<file path="src/common/tcp_cfg.svh">
// Constants for the TLP transmit and credit port pair
// Notes on behaviour
// - User cancels only the final beat, never with last
// - Cancel ends TLP at once as nullified
// - Half-beat flag marks only bits 63:32 valid
// - Downgraded link gates beats by clock enable
// - Header credit: bit 8 unlimited, 7:0 count
// - Data credit: bit 12 unlimited, 11:0 count
// - User ignores count when unlimited flag set
// - Counts drop on send, rise on updates
// - Credits added only by flow-control update
// - Posted send pulses posted-credit-changed
// - Completion send pulses completion-credit-changed
// - Waiting user rechecks credits on changed pulse
// - 64-bit bus: byte N in 63:56 downward
// - First beat follows grant by one cycle
// - Request may stay high over a burst
// - Everything runs on the one 125 MHz clock
// - 16-bit bus: byte N in 15:8
`ifndef TCP_CFG_SVH
`define TCP_CFG_SVH
`define TCP_CLK_MHZ        125
`define TCP_DATA_W         64
`define TCP_DOWN_DIV       4
`define TCP_HDR_INF_BIT    8
`define TCP_DATA_INF_BIT   12
`define TCP_OFF_CMD        4'h0
`define TCP_OFF_STATUS     4'h4
`define TCP_OFF_CREDIT     4'h8
`define TCP_OFF_RXWORD     4'hC
`define TCP_CMD_KIND_LSB   0
`define TCP_CMD_BEATS_LSB  2
`define TCP_CMD_CANCEL_BIT 10
`define TCP_CMD_START_BIT  11
`define TCP_CMD_HALF_BIT   12
`endif

</file>
<file path="src/common/tcp_pkg.sv">
// Shared types for the TLP transmit and credit port pair
package tcp_pkg;
	typedef enum logic [1:0] {KIND_P, KIND_NP, KIND_CPL, KIND_NONE} tcp_kind_t;
	typedef enum logic [1:0] {CS_IDLE, CS_WAIT, CS_DATA} tcp_core_st_t;
	typedef enum logic [1:0] {US_IDLE, US_CRED, US_REQ, US_SEND} tcp_user_st_t;
	typedef logic [2:0][8:0]  tcp_hdr_avail_t;
	typedef logic [2:0][12:0] tcp_data_avail_t;
endpackage : tcp_pkg

</file>
<file path="src/common/tcp_if.sv">
// Interface joining the core end and the user end of the TLP port
`timescale 1ns/100ps
interface tcp_if #(parameter int DW = 64);
	logic                     tlp_send_request;
	logic                     tlp_send_grant;
	logic                     tlp_first_beat_in;
	logic                     tlp_last_beat_in;
	logic                     tlp_cancel_in;
	logic                     tx_upper_half_only;
	logic [DW-1:0]            transmit_tlp_word;
	tcp_pkg::tcp_kind_t       tlp_kind;
	logic [7:0]               hdr_need;
	logic [11:0]              data_need;
	logic                     beat_enable;
	tcp_pkg::tcp_hdr_avail_t  header_credit_avail;
	tcp_pkg::tcp_data_avail_t data_credit_avail;
	logic                     posted_credit_changed;
	logic                     completion_credit_changed;
	logic [DW-1:0]            receive_tlp_word;
	logic                     receive_valid;
	modport core (
		input  tlp_send_request, tlp_first_beat_in, tlp_last_beat_in,
		input  tlp_cancel_in, tx_upper_half_only, transmit_tlp_word,
		input  tlp_kind, hdr_need, data_need,
		output tlp_send_grant, beat_enable, header_credit_avail,
		output data_credit_avail, posted_credit_changed,
		output completion_credit_changed, receive_tlp_word, receive_valid
	);
	modport user (
		output tlp_send_request, tlp_first_beat_in, tlp_last_beat_in,
		output tlp_cancel_in, tx_upper_half_only, transmit_tlp_word,
		output tlp_kind, hdr_need, data_need,
		input  tlp_send_grant, beat_enable, header_credit_avail,
		input  data_credit_avail, posted_credit_changed,
		input  completion_credit_changed, receive_tlp_word, receive_valid
	);
endinterface : tcp_if

</file>
<file path="src/hdl/tcp_core.sv">
// Core end: credit bookkeeping, send grant, beat gating, byte ordering
//
// Added by the designer: the register offsets and the Avalon-MM interface to the registers.
`timescale 1ns/100ps
`include "tcp_cfg.svh"
module tcp_core #(
	parameter int DW       = `TCP_DATA_W,
	parameter int DOWN_DIV = `TCP_DOWN_DIV
) (
	// Clock and reset
	input  wire logic          CLK,
	input  wire logic          RST,
	// User side of the TLP port
	tcp_if.core                b,
	// Link width state
	input  wire logic          LINK_DOWNGRADED,
	// Flow-control update arriving from the link
	input  wire logic          FC_UPDATE,
	input  wire logic [1:0]    FC_KIND,
	input  wire logic [7:0]    FC_HDR_ADD,
	input  wire logic [11:0]   FC_DATA_ADD,
	input  wire logic          FC_HDR_INF,
	input  wire logic          FC_DATA_INF,
	// Receive words from the link, byte N in the low byte
	input  wire logic          LINK_RX_VALID,
	input  wire logic [DW-1:0] LINK_RX_WORD,
	// Transmit beats to the link, byte N in the low byte
	output logic               LINK_TX_VALID,
	output logic [DW-1:0]      LINK_TX_WORD,
	output logic               LINK_TX_LAST,
	output logic               LINK_TX_ABORT,
	output logic               LINK_TX_HALF
);
	localparam int NB = DW / 8;
	localparam int CW = (DOWN_DIV > 1) ? $clog2(DOWN_DIV) : 1;
	localparam logic [CW-1:0] DIV_LAST = CW'(DOWN_DIV - 1);

	typedef struct packed {
		tcp_pkg::tcp_core_st_t st;
		logic [CW-1:0]         div;
		logic                  beat_en;
		logic                  grant;
		tcp_pkg::tcp_kind_t    kind;
		logic [7:0]            hneed;
		logic [11:0]           dneed;
		logic [2:0][7:0]       hcnt;
		logic [2:0][11:0]      dcnt;
		logic [2:0]            hinf;
		logic [2:0]            dinf;
		logic                  p_chg;
		logic                  c_chg;
		logic                  tx_valid;
		logic [DW-1:0]         tx_word;
		logic                  tx_last;
		logic                  tx_abort;
		logic                  tx_half;
		logic                  rx_valid;
		logic [DW-1:0]         rx_word;
	} tcp_core_state_t;

	tcp_core_state_t r;
	tcp_core_state_t n;

	// Byte N moves between the low byte and the top byte
	// Same map serves both directions and any whole byte width
	function automatic logic [DW-1:0] swap_bytes(input logic [DW-1:0] w);
		logic [DW-1:0] o;
		o = '0;
		for (int i = 0; i < NB; i++) begin
			o[(NB-1-i)*8 +: 8] = w[i*8 +: 8];
		end
		return o;
	endfunction : swap_bytes

	function automatic logic fits(input logic inf, input logic [11:0] avail,
	                              input logic [11:0] need);
		return inf || (avail >= need);
	endfunction : fits

	// Counts wrap rather than saturate; a sane partner never overflows
	function automatic logic [11:0] cnt_next(input logic [11:0] cur,
	                                         input logic [11:0] add,
	                                         input logic [11:0] sub);
		return cur + add - sub;
	endfunction : cnt_next

	logic [1:0] k;
	logic       ok;
	logic       debit;
	logic [7:0] hsub;
	logic [11:0] dsub;
	logic [7:0] hadd;
	logic [11:0] dadd;

	always_comb begin
		n = r;
		k = b.tlp_kind;
		debit = 1'b0;
		n.grant = 1'b0;
		n.p_chg = 1'b0;
		n.c_chg = 1'b0;
		n.tx_valid = 1'b0;
		n.tx_last = 1'b0;
		n.tx_abort = 1'b0;
		n.tx_half = 1'b0;
		// Enable every cycle at full width, one in DOWN_DIV when narrowed
		if (!LINK_DOWNGRADED || r.div == DIV_LAST) begin
			n.div = '0;
		end else begin
			n.div = r.div + 1'b1;
		end
		n.beat_en = !LINK_DOWNGRADED || (n.div == '0);
		// Kind 3 is the idle code and is never granted
		ok = (k != 2'd3)
			&& fits(r.hinf[k], {4'h0, r.hcnt[k]}, {4'h0, b.hdr_need})
			&& fits(r.dinf[k], r.dcnt[k], b.data_need);
		case (r.st)
			tcp_pkg::CS_IDLE: begin
				// Grant is a pulse, so it is low between TLPs of a burst
				if (b.tlp_send_request && ok && !r.grant) begin
					n.grant = 1'b1;
					// Needs latched here; the debit ignores later changes
					n.kind = b.tlp_kind;
					n.hneed = b.hdr_need;
					n.dneed = b.data_need;
					n.st = tcp_pkg::CS_WAIT;
				end
			end
			tcp_pkg::CS_WAIT, tcp_pkg::CS_DATA: begin
				// After the first beat, every enabled cycle carries a beat
				if (r.beat_en && (b.tlp_first_beat_in
				    || r.st == tcp_pkg::CS_DATA)) begin
					n.tx_valid = 1'b1;
					n.tx_word = swap_bytes(b.transmit_tlp_word);
					n.tx_half = (DW == 64) && b.tx_upper_half_only;
					n.st = tcp_pkg::CS_DATA;
					if (b.tlp_cancel_in) begin
						// Nullified: no credits consumed, link drops it
						n.tx_abort = 1'b1;
						n.st = tcp_pkg::CS_IDLE;
					end else if (b.tlp_last_beat_in) begin
						// Debit only on the last beat
						n.tx_last = 1'b1;
						n.st = tcp_pkg::CS_IDLE;
						debit = 1'b1;
					end
				end
			end
			default: n.st = tcp_pkg::CS_IDLE;
		endcase
		for (int t = 0; t < 3; t++) begin
			hsub = '0;
			dsub = '0;
			hadd = '0;
			dadd = '0;
			// Unlimited kinds are never debited, so never pulse
			if (debit && r.kind == tcp_pkg::tcp_kind_t'(t)) begin
				hsub = r.hinf[t] ? 8'h00 : r.hneed;
				dsub = r.dinf[t] ? 12'h000 : r.dneed;
			end
			// Only an update from the link adds credits
			if (FC_UPDATE && FC_KIND == 2'(t)) begin
				hadd = FC_HDR_ADD;
				dadd = FC_DATA_ADD;
				n.hinf[t] = FC_HDR_INF;
				n.dinf[t] = FC_DATA_INF;
			end
			// An update and a debit in one cycle both apply
			n.hcnt[t] = 8'(cnt_next({4'h0, r.hcnt[t]}, {4'h0, hadd},
			                        {4'h0, hsub}));
			n.dcnt[t] = cnt_next(r.dcnt[t], dadd, dsub);
			if (hsub != '0 || dsub != '0) begin
				// One-cycle pulse only when a nonzero debit is taken
				if (t == 0) n.p_chg = 1'b1;
				if (t == 2) n.c_chg = 1'b1;
			end
		end
		// Receive path has no backpressure: one word per valid
		n.rx_valid = LINK_RX_VALID;
		if (LINK_RX_VALID) begin
			n.rx_word = swap_bytes(LINK_RX_WORD);
		end
	end

	always_ff @(posedge CLK) begin
		if (RST) begin
			// Idle kind, so a stray last beat debits nothing
			r <= '0;
			r.kind <= tcp_pkg::KIND_NONE;
		end else begin
			r <= n;
		end
	end

	assign b.tlp_send_grant = r.grant;
	assign b.beat_enable = r.beat_en;
	assign b.posted_credit_changed = r.p_chg;
	assign b.completion_credit_changed = r.c_chg;
	assign b.receive_tlp_word = r.rx_word;
	assign b.receive_valid = r.rx_valid;
	// Unlimited flag sits above each count
	always_comb begin
		for (int t = 0; t < 3; t++) begin
			b.header_credit_avail[t] = {r.hinf[t], r.hcnt[t]};
			b.data_credit_avail[t] = {r.dinf[t], r.dcnt[t]};
		end
	end
	assign LINK_TX_VALID = r.tx_valid;
	assign LINK_TX_WORD = r.tx_word;
	assign LINK_TX_LAST = r.tx_last;
	assign LINK_TX_ABORT = r.tx_abort;
	assign LINK_TX_HALF = r.tx_half;
endmodule : tcp_core

</file>
<file path="src/flat_wrapper.sv">
// flat-port wrapper written by rule: the top's interface ports become plain ports
module tcp_core_flat 
#(
	parameter int DW       = `TCP_DATA_W,
	parameter int DOWN_DIV = `TCP_DOWN_DIV
)
  (CLK, RST, LINK_DOWNGRADED, FC_UPDATE, FC_KIND, FC_HDR_ADD, FC_DATA_ADD, FC_HDR_INF, FC_DATA_INF, LINK_RX_VALID, LINK_RX_WORD, LINK_TX_VALID, LINK_TX_WORD, LINK_TX_LAST, LINK_TX_ABORT, LINK_TX_HALF, b_tlp_send_request, b_tlp_first_beat_in, b_tlp_last_beat_in, b_tlp_cancel_in, b_tx_upper_half_only, b_transmit_tlp_word, b_tlp_kind, b_hdr_need, b_data_need, b_tlp_send_grant, b_beat_enable, b_header_credit_avail, b_data_credit_avail, b_posted_credit_changed, b_completion_credit_changed, b_receive_tlp_word, b_receive_valid);
  tcp_if #(.DW(DW)) b_i ();
  input  wire logic CLK;
  input  wire logic RST;
  input  wire logic LINK_DOWNGRADED;
  input  wire logic FC_UPDATE;
  input  wire logic [1:0] FC_KIND;
  input  wire logic [7:0] FC_HDR_ADD;
  input  wire logic [11:0] FC_DATA_ADD;
  input  wire logic FC_HDR_INF;
  input  wire logic FC_DATA_INF;
  input  wire logic LINK_RX_VALID;
  input  wire logic [DW-1:0] LINK_RX_WORD;
  output logic LINK_TX_VALID;
  output logic [DW-1:0] LINK_TX_WORD;
  output logic LINK_TX_LAST;
  output logic LINK_TX_ABORT;
  output logic LINK_TX_HALF;
  input wire logic [$bits(b_i.tlp_send_request)-1:0] b_tlp_send_request;
  input wire logic [$bits(b_i.tlp_first_beat_in)-1:0] b_tlp_first_beat_in;
  input wire logic [$bits(b_i.tlp_last_beat_in)-1:0] b_tlp_last_beat_in;
  input wire logic [$bits(b_i.tlp_cancel_in)-1:0] b_tlp_cancel_in;
  input wire logic [$bits(b_i.tx_upper_half_only)-1:0] b_tx_upper_half_only;
  input wire logic [$bits(b_i.transmit_tlp_word)-1:0] b_transmit_tlp_word;
  input wire logic [$bits(b_i.tlp_kind)-1:0] b_tlp_kind;
  input wire logic [$bits(b_i.hdr_need)-1:0] b_hdr_need;
  input wire logic [$bits(b_i.data_need)-1:0] b_data_need;
  output wire logic [$bits(b_i.tlp_send_grant)-1:0] b_tlp_send_grant;
  output wire logic [$bits(b_i.beat_enable)-1:0] b_beat_enable;
  output wire logic [$bits(b_i.header_credit_avail)-1:0] b_header_credit_avail;
  output wire logic [$bits(b_i.data_credit_avail)-1:0] b_data_credit_avail;
  output wire logic [$bits(b_i.posted_credit_changed)-1:0] b_posted_credit_changed;
  output wire logic [$bits(b_i.completion_credit_changed)-1:0] b_completion_credit_changed;
  output wire logic [$bits(b_i.receive_tlp_word)-1:0] b_receive_tlp_word;
  output wire logic [$bits(b_i.receive_valid)-1:0] b_receive_valid;
  assign b_i.tlp_send_request = b_tlp_send_request;
  assign b_i.tlp_first_beat_in = b_tlp_first_beat_in;
  assign b_i.tlp_last_beat_in = b_tlp_last_beat_in;
  assign b_i.tlp_cancel_in = b_tlp_cancel_in;
  assign b_i.tx_upper_half_only = b_tx_upper_half_only;
  assign b_i.transmit_tlp_word = b_transmit_tlp_word;
  assign b_i.tlp_kind = b_tlp_kind;
  assign b_i.hdr_need = b_hdr_need;
  assign b_i.data_need = b_data_need;
  assign b_tlp_send_grant = b_i.tlp_send_grant;
  assign b_beat_enable = b_i.beat_enable;
  assign b_header_credit_avail = b_i.header_credit_avail;
  assign b_data_credit_avail = b_i.data_credit_avail;
  assign b_posted_credit_changed = b_i.posted_credit_changed;
  assign b_completion_credit_changed = b_i.completion_credit_changed;
  assign b_receive_tlp_word = b_i.receive_tlp_word;
  assign b_receive_valid = b_i.receive_valid;
  tcp_core #(.DW(DW), .DOWN_DIV(DOWN_DIV)) u_core (.CLK(CLK), .RST(RST), .b(b_i), .LINK_DOWNGRADED(LINK_DOWNGRADED), .FC_UPDATE(FC_UPDATE), .FC_KIND(FC_KIND), .FC_HDR_ADD(FC_HDR_ADD), .FC_DATA_ADD(FC_DATA_ADD), .FC_HDR_INF(FC_HDR_INF), .FC_DATA_INF(FC_DATA_INF), .LINK_RX_VALID(LINK_RX_VALID), .LINK_RX_WORD(LINK_RX_WORD), .LINK_TX_VALID(LINK_TX_VALID), .LINK_TX_WORD(LINK_TX_WORD), .LINK_TX_LAST(LINK_TX_LAST), .LINK_TX_ABORT(LINK_TX_ABORT), .LINK_TX_HALF(LINK_TX_HALF));
endmodule
</file>
<file path="config.mk">
export PLATFORM = sky130hd
export DESIGN_NAME = tcp_core_flat
export DESIGN_NICKNAME = d
export VERILOG_FILES = /design/src/common/tcp_pkg.sv /design/src/common/tcp_if.sv /design/src/hdl/tcp_core.sv /design/src/flat_wrapper.sv
export VERILOG_INCLUDE_DIRS = /design/src /design/src/common
export SDC_FILE = /design/constraint.sdc
export NUM_CORES = 1
export LEC_CHECK = 0
export BUFFER_PORTS_ARGS = -buffer_cell sky130_fd_sc_hd__buf_2
export CAP_MARGIN = 25
export CELL_PAD_IN_SITES_DETAIL_PLACEMENT = 1
export CELL_PAD_IN_SITES_GLOBAL_PLACEMENT = 1
export CORE_MARGIN = 1
export CORE_UTILIZATION = 42
export CTS_CLUSTER_SIZE = 14
export DETAILED_ROUTE_END_ITERATION = 7
export PLACE_DENSITY_LB_ADDON = 0.08
export SLEW_MARGIN = 20
export SYNTH_ARGS = -nofsm -noshare
export SYNTH_HDL_FRONTEND = slang
export SYNTH_SLANG_ARGS = --single-unit
</file>
<file path="constraint.sdc">
create_clock -name CLK -period 11.4 [get_ports CLK]
set_input_delay 0.57 -clock CLK [delete_from_list [all_inputs] [get_ports CLK]]
set_output_delay 0.57 -clock CLK [all_outputs]
set_load 0.03 [all_outputs]
</file>
==> results.md, run 1 <==
Drt:
- In the routed layout, each cell is associated on average with a via count of 4.998.
- For this block, the via count after detailed routing is 12050.
- The final antenna-violating net count is 0.
- The number of optimization iterations in the first detailed-route pass is 4.
- The total wire length after detailed routing is 45.34 mm.
- The routed wirelength normalized by instance count is 18.81 µm.
- The count of unresolved DRC violations after routing is 0.
- The DRC violation total after the first TritonRoute iteration is 414.

Pwr:
- The switching power total is 0.001438 W.
- The standby leakage power is 8.062 nW.
- The power per cell area is 217.2 nW/µm².
- The combinational fraction of design power is 0.439.
- The internal portion of total power is 0.002170 W.
- Of the total power, registers draw 0.277.
- Of the total power, the clock network draws 0.284.
- The switching part of the total is 0.3986.
- IR analysis of the VDD net gives a maximum drop of 0.1310 mV.

Setup path:
- The most critical setup path has its startpoint at u_core.r[228]$_SDFFE_PP0P_.
- The type of the setup path with the least slack is reg -> reg.
- STA classifies the critical path endpoint as a flip-flop.
- The top cell family by delay on the critical path is compound AO/OA/AOI/OAI gates.
- In this run the critical register-to-register path is launched from u_core.r[228]$_SDFFE_PP0P_.
- The worst register-to-register path has a depth of 14.
- The arrival time at the worst endpoint is 4700 ps.
- The signal on the critical path passes through inv_1 > ha_1 > o211ai_4 > nor4b_4 > and2_1 > fa_1 > inv_1 > ha_1 > a21o_1 > a21oi_1 > nor2_1 > o31a_1 > o31ai_1 > mux2_1.
- Together, buffers and inverters on the worst path number 2.
- In this run the number of cells on the critical path is 14.
- In this run the register-to-register setup slack is 7130 ps.
- The largest single stage delay on the critical path is 640 ps.
- The worst reg2reg path endpoint is u_core.b.data_credit_avail[36]$_SDFF_PP0_.
- For the worst setup path, the data required time is 11830 ps.
- The slowest stage of the critical path belongs to the cell sky130_fd_sc_hd__nor4b_4.
- The sort of element at the start of the critical path is a flip-flop.
- The most critical setup path has its endpoint at u_core.b.data_credit_avail[36]$_SDFF_PP0_.
- In this run the worst path has a maximum fanout of 13.

Layout:
- Leaving out fill and tap cells, the most frequent cells in the layout are sky130_fd_sc_hd__buf_2 (384), sky130_fd_sc_hd__nand2_1 (233), sky130_fd_sc_hd__dfxtp_1 (229).
- The library cell used most frequently in the layout, excluding fill and tap cells, is sky130_fd_sc_hd__buf_2.
- At the end of the flow, the number of nets in the layout was 2258.
- The finished cells cover 16610 µm².
- The post-synthesis to final-layout area growth is 13.84%.
- The share of post-route cells with drive strength above 1 is 0.2386.

Synthesis:
- Of the synthesized area, sequential elements account for 0.3142.
- The combined area of all synthesized cells is 14590 µm².
- For this run, asynchronously set or reset flops after synthesis account for 0.
- By area the synthesized netlist is led by sky130_fd_sc_hd__dfxtp_1 (31%), sky130_fd_sc_hd__buf_4 (10%), sky130_fd_sc_hd__fa_1 (7.4%).
- The number of warnings printed during yosys synthesis is 0.
- The largest total area in the synthesized netlist belongs to sky130_fd_sc_hd__dfxtp_1.
- The number of flops mapped to enable cells by yosys is 0.
- The net count of the mapped netlist is 2092.
- The post-synthesis instance total is 1769.
- The average cell area after synthesis is 8.247 µm².
- The count of state elements after synthesis is 229.
- The most used flip-flop cell after synthesis is sky130_fd_sc_hd__dfxtp_1.
- The share of synthesized area in the top cell type comes to 0.3142.
- The number of distinct standard cells referenced by the synthesized netlist is 59.

CTS:
- The CTS tree is done.
- Once the clock tree was built, the resizer swapped 0 gates to a different size.
- The number of setup buffers added after CTS is 0.
- The root buffer cell is sky130_fd_sc_hd__clkbuf_16.
- The TritonCTS sink count is 229.
- For this design, the CTS-stage hold fixing added 0 buffers.
- The source-to-sink clock delay at the later pin of the worst-skew pair is 560 ps.
- After clock tree synthesis, the clock-pin slew on the worst setup and hold paths is 60 ps.
- The number of clock buffers inserted by TritonCTS is 29.
- The clock tree buffer depth is 3.
- The number of H-tree levels is 1.

STA:
- For the finished layout, the period the worst path requires is 4267 ps.
- The worst slew margin relative to its limit is 0.3339.
- Setup violations remaining at the end of the flow were counted as 0.
- At the pin with the least slew margin, the transition time is 996.4 ps.
- Across the routed clock network, the largest skew measured is 11.47 ps.
- Setup repair after global routing left no endpoint under its margin.
- The total negative setup slack is 0 ps.
- The final count of pins violating max slew came to 0.
- The number of failing hold endpoints at the final stage is 0.
- Across all setup checks in the final design, the least slack found is 7133 ps.
- The achievable clock frequency is 0.2344 GHz.
- The ratio of final minimum period to clock period is 0.3743.

Die:
- The effective utilization at floorplan is 0.4308.
- After floorplanning, the core was sized to cover 33870 µm².
- For this design the top-level I/O count stands at 387.
- The die covers 35490 µm².
- The height of the chip is 188.4 µm.
- The horizontal die dimension is 188.4 µm.
- The initialized floorplan defines 67 standard-cell rows.

GRT:
- The number of antenna violations at the first check in global routing is 8.
- Global routing finished with a remaining overflow of 0.
- Across every metal layer, demand over resource in global routing totals 0.2561.
- The first global-routing pass estimated 72.05 mm of wire.
- The maximum number of pins on one net before global-route repair is 93.
- The via count of the first global-routing pass is 13032.

Worst hold path:
- The class of the tightest hold or removal check is in -> reg.

Outcome:
- The flow ran to the end, and the final reports show no timing, DRC or antenna violations.

Place:
- The placed instances occupy a cell area of 15470 µm².
- OpenSTA, run right after detailed placement, puts the worst setup slack at 6999 ps.
- The final weighted congestion in routability-driven placement is 0.8282.
- The total of buffers placed on input and output ports is 386.
- The detailed placer's ending HPWL is 34.56 mm.

Run:
- Max-cap violations in this run came to 0.
==> metrics by stage <==
step,hold slack [ps],util,power [W],std cells
floorplan,431.3,-,0.002279,1769
global placement,438.6,0.4569,0.002537,2350
detailed placement,446.2,0.4569,0.002593,2350
CTS,211.1,0.4881,0.003640,2403
global route,225.1,0.4904,0.003875,2411
finish,238.7,0.4904,0.003608,2411
==> power by group through the flow <==
stage	Sequential [W]	Combinational [W]	Clock, W
global route	0.00101	0.00178	0.00109
finish	0.000998	0.00159	0.00102
CTS	0.00100	0.00159	0.00105
detailed placement	0.00102	0.00158	0
global placement	0.00102	0.00152	0
floorplan	0.000973	0.00131	0
==> cells in the mapped netlist, types with 5 or more instances <==
library cell               instances
sky130_fd_sc_hd__nor2b_1          23
sky130_fd_sc_hd__nand3_1          27
sky130_fd_sc_hd__xnor2_1          23
sky130_fd_sc_hd__dfxtp_1         229
sky130_fd_sc_hd__mux2_1            6
sky130_fd_sc_hd__buf_4           194
sky130_fd_sc_hd__and2_1           63
sky130_fd_sc_hd__o21ai_0          33
sky130_fd_sc_hd__a21o_1           12
sky130_fd_sc_hd__mux2i_1          94
sky130_fd_sc_hd__a21oi_1         117
sky130_fd_sc_hd__nor4_1            8
sky130_fd_sc_hd__o21bai_1          6
sky130_fd_sc_hd__o21a_1            6
sky130_fd_sc_hd__nor3b_1           6
sky130_fd_sc_hd__fa_1             54
sky130_fd_sc_hd__o21ai_1          33
sky130_fd_sc_hd__xor2_1           12
sky130_fd_sc_hd__nor3_1           17
sky130_fd_sc_hd__nor2_1          140
sky130_fd_sc_hd__buf_2            10
sky130_fd_sc_hd__and3_1            9
sky130_fd_sc_hd__ha_1             85
sky130_fd_sc_hd__clkbuf_1         52
sky130_fd_sc_hd__a211oi_1         11
sky130_fd_sc_hd__o31ai_1           5
sky130_fd_sc_hd__nand2_1         233
sky130_fd_sc_hd__inv_1           194
sky130_fd_sc_hd__o22ai_1           6
sky130_fd_sc_hd__buf_1            10
==> registers in the layout (all words and copies together), names as in the netlist <==
signal	count
u_core.r	26
u_core.LINK_TX_WORD	64
u_core.b.tlp_send_grant	1
u_core.LINK_TX_VALID	1
u_core.LINK_TX_HALF	1
u_core.b.posted_credit_changed	1
u_core.b.header_credit_avail	27
u_core.LINK_TX_LAST	1
u_core.b.beat_enable	1
u_core.LINK_TX_ABORT	1
u_core.b.data_credit_avail	39
u_core.b.receive_tlp_word	64
u_core.b.completion_credit_changed	1
u_core.b.receive_valid	1
==> logic make-up (layout without fill, tap and decap cells) <==
| logic type | Yosys count | in the layout | share of synthesized area |
|---|---|---|---|
| other | 0 | 6 | 0 |
| multiplexers | 100 | 100 | 0.06912 |
| AO/OA/AOI/OAI | 256 | 256 | 0.1034 |
| XOR/XNOR | 36 | 36 | 0.02290 |
| AND/OR/NAND/NOR | 549 | 549 | 0.1742 |
| buffers and inverters | 460 | 648 | 0.1691 |
| adder cells (fa/ha/maj) | 139 | 139 | 0.1470 |
| flip-flops | 229 | 229 | 0.3142 |
==> cell type report <==
| class | instances | area, µm² |
|---|---|---|
| Antenna cell | 6 | 15.01 |
| Timing Repair Buffer | 401 | 2093 |
| Clock inverter | 15 | 266.5 |
| Sequential cell | 229 | 4584 |
| Fill cell | 4204 | 17260 |
| Tap cell | 448 | 560.5 |
| Clock buffer | 38 | 789.5 |
| Multi-Input combinational cell | 1080 | 7571 |
| Inverter | 194 | 728.2 |
==> per-layer routing <==
metal  vias to the layer above  wire [µm]  GRT usage
li1                       5842          -          -
met1                      5808      18300     0.2977
met2                       327      22610     0.4600
met3                        71       3137    0.05867
met4                         2       1275    0.08685
met5                         -         17          0
==> worst min-delay path, delay by kind of cell <==
kind                   cells  cell delay (ps)
buffers and inverters      1               70
and+or+nand+nor            1               70
muxes                      1               50
==> worst min path at each step <==
stage / from / depth (start not counted) / slack [ps] / endpoint
6_report: LINK_RX_WORD[20] / 3 / 240 / u_core.b.receive_tlp_word[44]$_SDFFE_PP0P_
5_1_grt: b_transmit_tlp_word[26] / 3 / 230 / u_core.LINK_TX_WORD[34]$_SDFFE_PP0P_
4_1_cts: LINK_DOWNGRADED / 2 / 210 / u_core.b.beat_enable$_SDFF_PP0_
3_5_place_dp: u_core.LINK_TX_WORD[52]$_SDFFE_PP0P_ / 2 / 450 / u_core.LINK_TX_WORD[52]$_SDFFE_PP0P_
3_3_place_gp: u_core.LINK_TX_WORD[50]$_SDFFE_PP0P_ / 2 / 440 / u_core.LINK_TX_WORD[50]$_SDFFE_PP0P_
2_1_floorplan: u_core.r[225]$_SDFF_PP0_ / 1 / 430 / u_core.r[225]$_SDFF_PP0_
(Power assumes the default switching activity.)
==> run 2, diff against run 1 <==
--- a/config.mk
+++ b/config.mk
@@ -11,7 +11,7 @@
 export CELL_PAD_IN_SITES_DETAIL_PLACEMENT = 1
 export CELL_PAD_IN_SITES_GLOBAL_PLACEMENT = 1
 export CORE_MARGIN = 1
-export CORE_UTILIZATION = 42
+export CORE_UTILIZATION = 39
 export CTS_CLUSTER_SIZE = 14
 export DETAILED_ROUTE_END_ITERATION = 7
 export PLACE_DENSITY_LB_ADDON = 0.08
==> constraint.sdc (replaced) <==
create_clock -name CLK -period 4.3 [get_ports CLK]
set_input_delay 0.215 -clock CLK [delete_from_list [all_inputs] [get_ports CLK]]
set_output_delay 0.215 -clock CLK [all_outputs]
set_load 0.03 [all_outputs]
==> run 2 against run 1 <==
Sequential cell count unchanged. Sequential power rose to 2.7 times the previous value. Global-route usage is 0.49 points higher. Final cell count increased by 7.3%. Worst hold slack got worse by 110 ps. Via count up 5.9%. Register-to-register slack worse by 6900 ps. Sequential share of layout area decreased by 2.4 points. Clock power rose to 2.7 times the previous value. Final area is 9.7% higher. Critical endpoint is now u_core.b.data_credit_avail[35]$_SDFF_PP0_. Largest cell class unchanged. Highest routed layer is now met4.
==> results.md, run 2 (synthesis gave the netlist of run 1 again) <==
Outcome:
- The run finished with clean final reports.

STA:
- The ratio of final minimum period to clock period came to 0.9372 (+0.5629).
- The setup skew after layout is 10.13 ps (-1.344 ps).
- The number of failing hold endpoints at the final stage is 0 (unchanged).
- The total negative setup slack is 0 ps (unchanged).
- The worst slew margin relative to its limit is 0.3115 (-0.02233).
- The achievable clock frequency was 0.2481 GHz (+5.9%).
- Setup repair after global routing left no endpoint under its margin.
- The number of setup violations in the final report is 0 (unchanged).
- The time the final worst path needs with I/O delays and setup was 4030 ps (-236.9 ps).
- The worst slack on hold paths is 129.0 ps (-109.7 ps).
- The final count of pins violating max slew is 0 (unchanged).
- The pin slew with the least headroom to its limit came to 1033 ps (+36.29 ps).

Setup path:
- The worst reg2reg path startpoint is u_core.r[228]$_SDFFE_PP0P_.
- The beginning of the critical path is u_core.r[228]$_SDFFE_PP0P_.
- The critical path is of the reg -> reg type.
- Traced cell by cell, the critical path runs through inv_1 > ha_1 > o211ai_4 > nor4b_4 > and2_1 > fa_1 > inv_1 > ha_1 > a211oi_1 > o211ai_1 > a31o_1 > a21oi_1 > xor2_1 > nor2_1.
- The worst setup path is launched from a flip-flop.
- The arrival time at the worst endpoint is 4440 ps (-260 ps).
- The slack of the worst reg-to-reg path is 270 ps (-6860 ps).
- The slowest stage of the critical path is the sky130_fd_sc_hd__nor4b_4 cell.
- The maximum single-stage delay on the critical path is 490 ps (-150 ps).
- STA classifies the critical path endpoint as a flip-flop.
- The largest fanout on the critical path came to 7 (-6).
- The data required time at the worst endpoint is 4710 ps (-7120 ps).

Layout:
- The post-layout instance count excluding filler cells is 2587 (+7.3%).
- In the layout the commonest cells are sky130_fd_sc_hd__buf_2 (384), sky130_fd_sc_hd__nand2_1 (233), sky130_fd_sc_hd__dfxtp_1 (229).
- The share of post-route cells with drive strength above 1 is 0.2248 (-0.01378).
- The net total in the final layout is 2420 (+7.2%).
- Leaving out fill and tap cells, the most frequent cell in the layout is sky130_fd_sc_hd__buf_2.
- The final design instance area without fill came to 18210 µm² (+9.7%).
- The area growth from synthesis to layout is 24.83%.

Drt:
- The count of unresolved DRC violations after routing is 0 (unchanged).
- The final antenna-violating net count is 0 (unchanged).
- The total wire length after detailed routing came to 50.13 mm (+11%).
- The number of optimization iterations in the first detailed-route pass is 4 (unchanged).
- The via count is 12761 (+5.9%).
- The DRC violation total after the first TritonRoute iteration is 478 (+15%).
- The routed wirelength normalized by instance count is 19.38 µm (+3.0%).
- The average vias per placed instance is 4.933 (-1.3%).

Pwr:
- The maximum vdd ir drop was 0.2856 mV (+120%).
- The power per cell area is 535.0 nW/µm² (+150%).
- The standby leakage power was 8.747 nW (+8.5%).

Die:
- The effective utilization at floorplan is 0.3975 (-0.03322).
- The placeable core region is 36700 µm² (+8.4%).
- The height of the chip is 195.4 µm (+3.7%).
- The count of standard-cell rows is 70 (+4.5%).
- The horizontal die dimension is 195.4 µm (+3.7%).
- The I/O pin count was 387 (unchanged).
- The overall die area was 38190 µm² (+7.6%).

Place:
- The total of buffers placed on input and output ports came to 386 (unchanged).
- The total instance count after detailed placement is 2380 (+1.3%).
- The detailed placer's ending HPWL was 36.34 mm (+5.1%).
- The final weighted congestion in routability-driven placement is 0.8745 (+5.6%).
- The placed standard-cell area is 15590 µm² (+0.75%).

CTS:
- TritonCTS built the clock tree.
- The number of clock buffers inserted by TritonCTS is 29 (unchanged).
- The root buffer cell is sky130_fd_sc_hd__clkbuf_16.
- The source-to-sink clock delay at the later pin of the worst-skew pair is 560 ps (about the same).
- The clock input transition at the sequential cells of the worst setup and hold paths is 60 ps (about the same).
- The TritonCTS sink count is 229 (unchanged).
- The clock tree buffer depth is 3 (unchanged).
- The number of H-tree levels came to 1 (unchanged).
- The number of setup buffers added after CTS is 0 (unchanged).

Worst hold path:
- The class of the tightest hold or removal check is in -> reg.
- The hold path startpoint is b_tlp_last_beat_in.

Run:
- The max-capacitance violation count is 0 (unchanged).

GRT:
- The number of antenna violations at the first check in global routing was 2 (-6).
- The via count of the first global-routing pass is 13923 (+6.8%).
- The overall overflow remaining after global route came to 0 (unchanged).
- The combined global-route utilization of all metal layers came to 0.2610 (+0.004890).
- The maximum number of pins on one net before global-route repair is 115 (+24%).
- The first-pass GRT wire length was 77.65 mm (+7.8%).
-- run 2: changes by cell type in the layout (fill, tap and decap cells not counted), moves of 2 or more --
cell                            previous run  this run
sky130_fd_sc_hd__dlygate4sd3_1             0       153
sky130_fd_sc_hd__buf_4                    14        22
sky130_fd_sc_hd__diode_2                   6         2
sky130_fd_sc_hd__clkinvlp_4                5         3
-- run 2: repair_timing --
item	CTS	global route
endpoints found under the setup margin	0	1
endpoints found under the hold margin	160	0
gates resized for setup	0	1
hold buffers	153	0
-- run 2: cell type report --
type                    count  area (µm²)
diodes                      2       5.005
clock buffers              38       799.5
clock inverters            13       251.5
fillers                  4395       18490
inverters                 194       728.2
multi-input cells        1080        7569
flip-flops and latches    229        4584
well taps                 468       585.6
repair buffers            563        3689
-- run 2: critical path: cells and delay by family (launching register included) --
family          cells  cell delay [ps]
fa+ha+maj           3             1050
simple gates        3              760
buf+inv             2              200
flops               1              380
compound gates      5             1310
xor+xnor            1              170
-- run 2: worst paths after layout --
kind,end,depth (start not counted)
worst max-delay path,u_core.b.data_credit_avail[35]$_SDFF_PP0_,14
worst min-delay path,u_core.LINK_TX_LAST$_SDFF_PP0_,3
worst max register to register,u_core.b.data_credit_avail[35]$_SDFF_PP0_,14
worst min register to register,u_core.LINK_TX_WORD[63]$_SDFFE_PP0P_,2
-- run 2: where the power goes --
group	switching, W	internal [W]	total, W
Sequential	0.000264	0.00240	0.00266
Combinational	0.00260	0.00175	0.00435
Clock	0.00102	0.00172	0.00274
Total	0.00388	0.00587	0.00974
-- run 2: routing by layer --
metal,up-vias,share of wire,track usage
met3,67,0.051,0.04991
met5,-,0,0
met4,0,0.022,0.07028
li1,6143,-,-
met1,6243,0.42,0.3075
met2,308,0.51,0.4795
-- run 2: stage by stage --
stage               power (W)  setup WS (ps)  utilization
finish               0.009744          270.0       0.4963
global route          0.01042          5.312       0.4963
CTS                  0.009801          268.5       0.4952
detailed placement   0.006889          277.0       0.4249
global placement     0.006758          393.3       0.4245
floorplan            0.006042          511.1            -
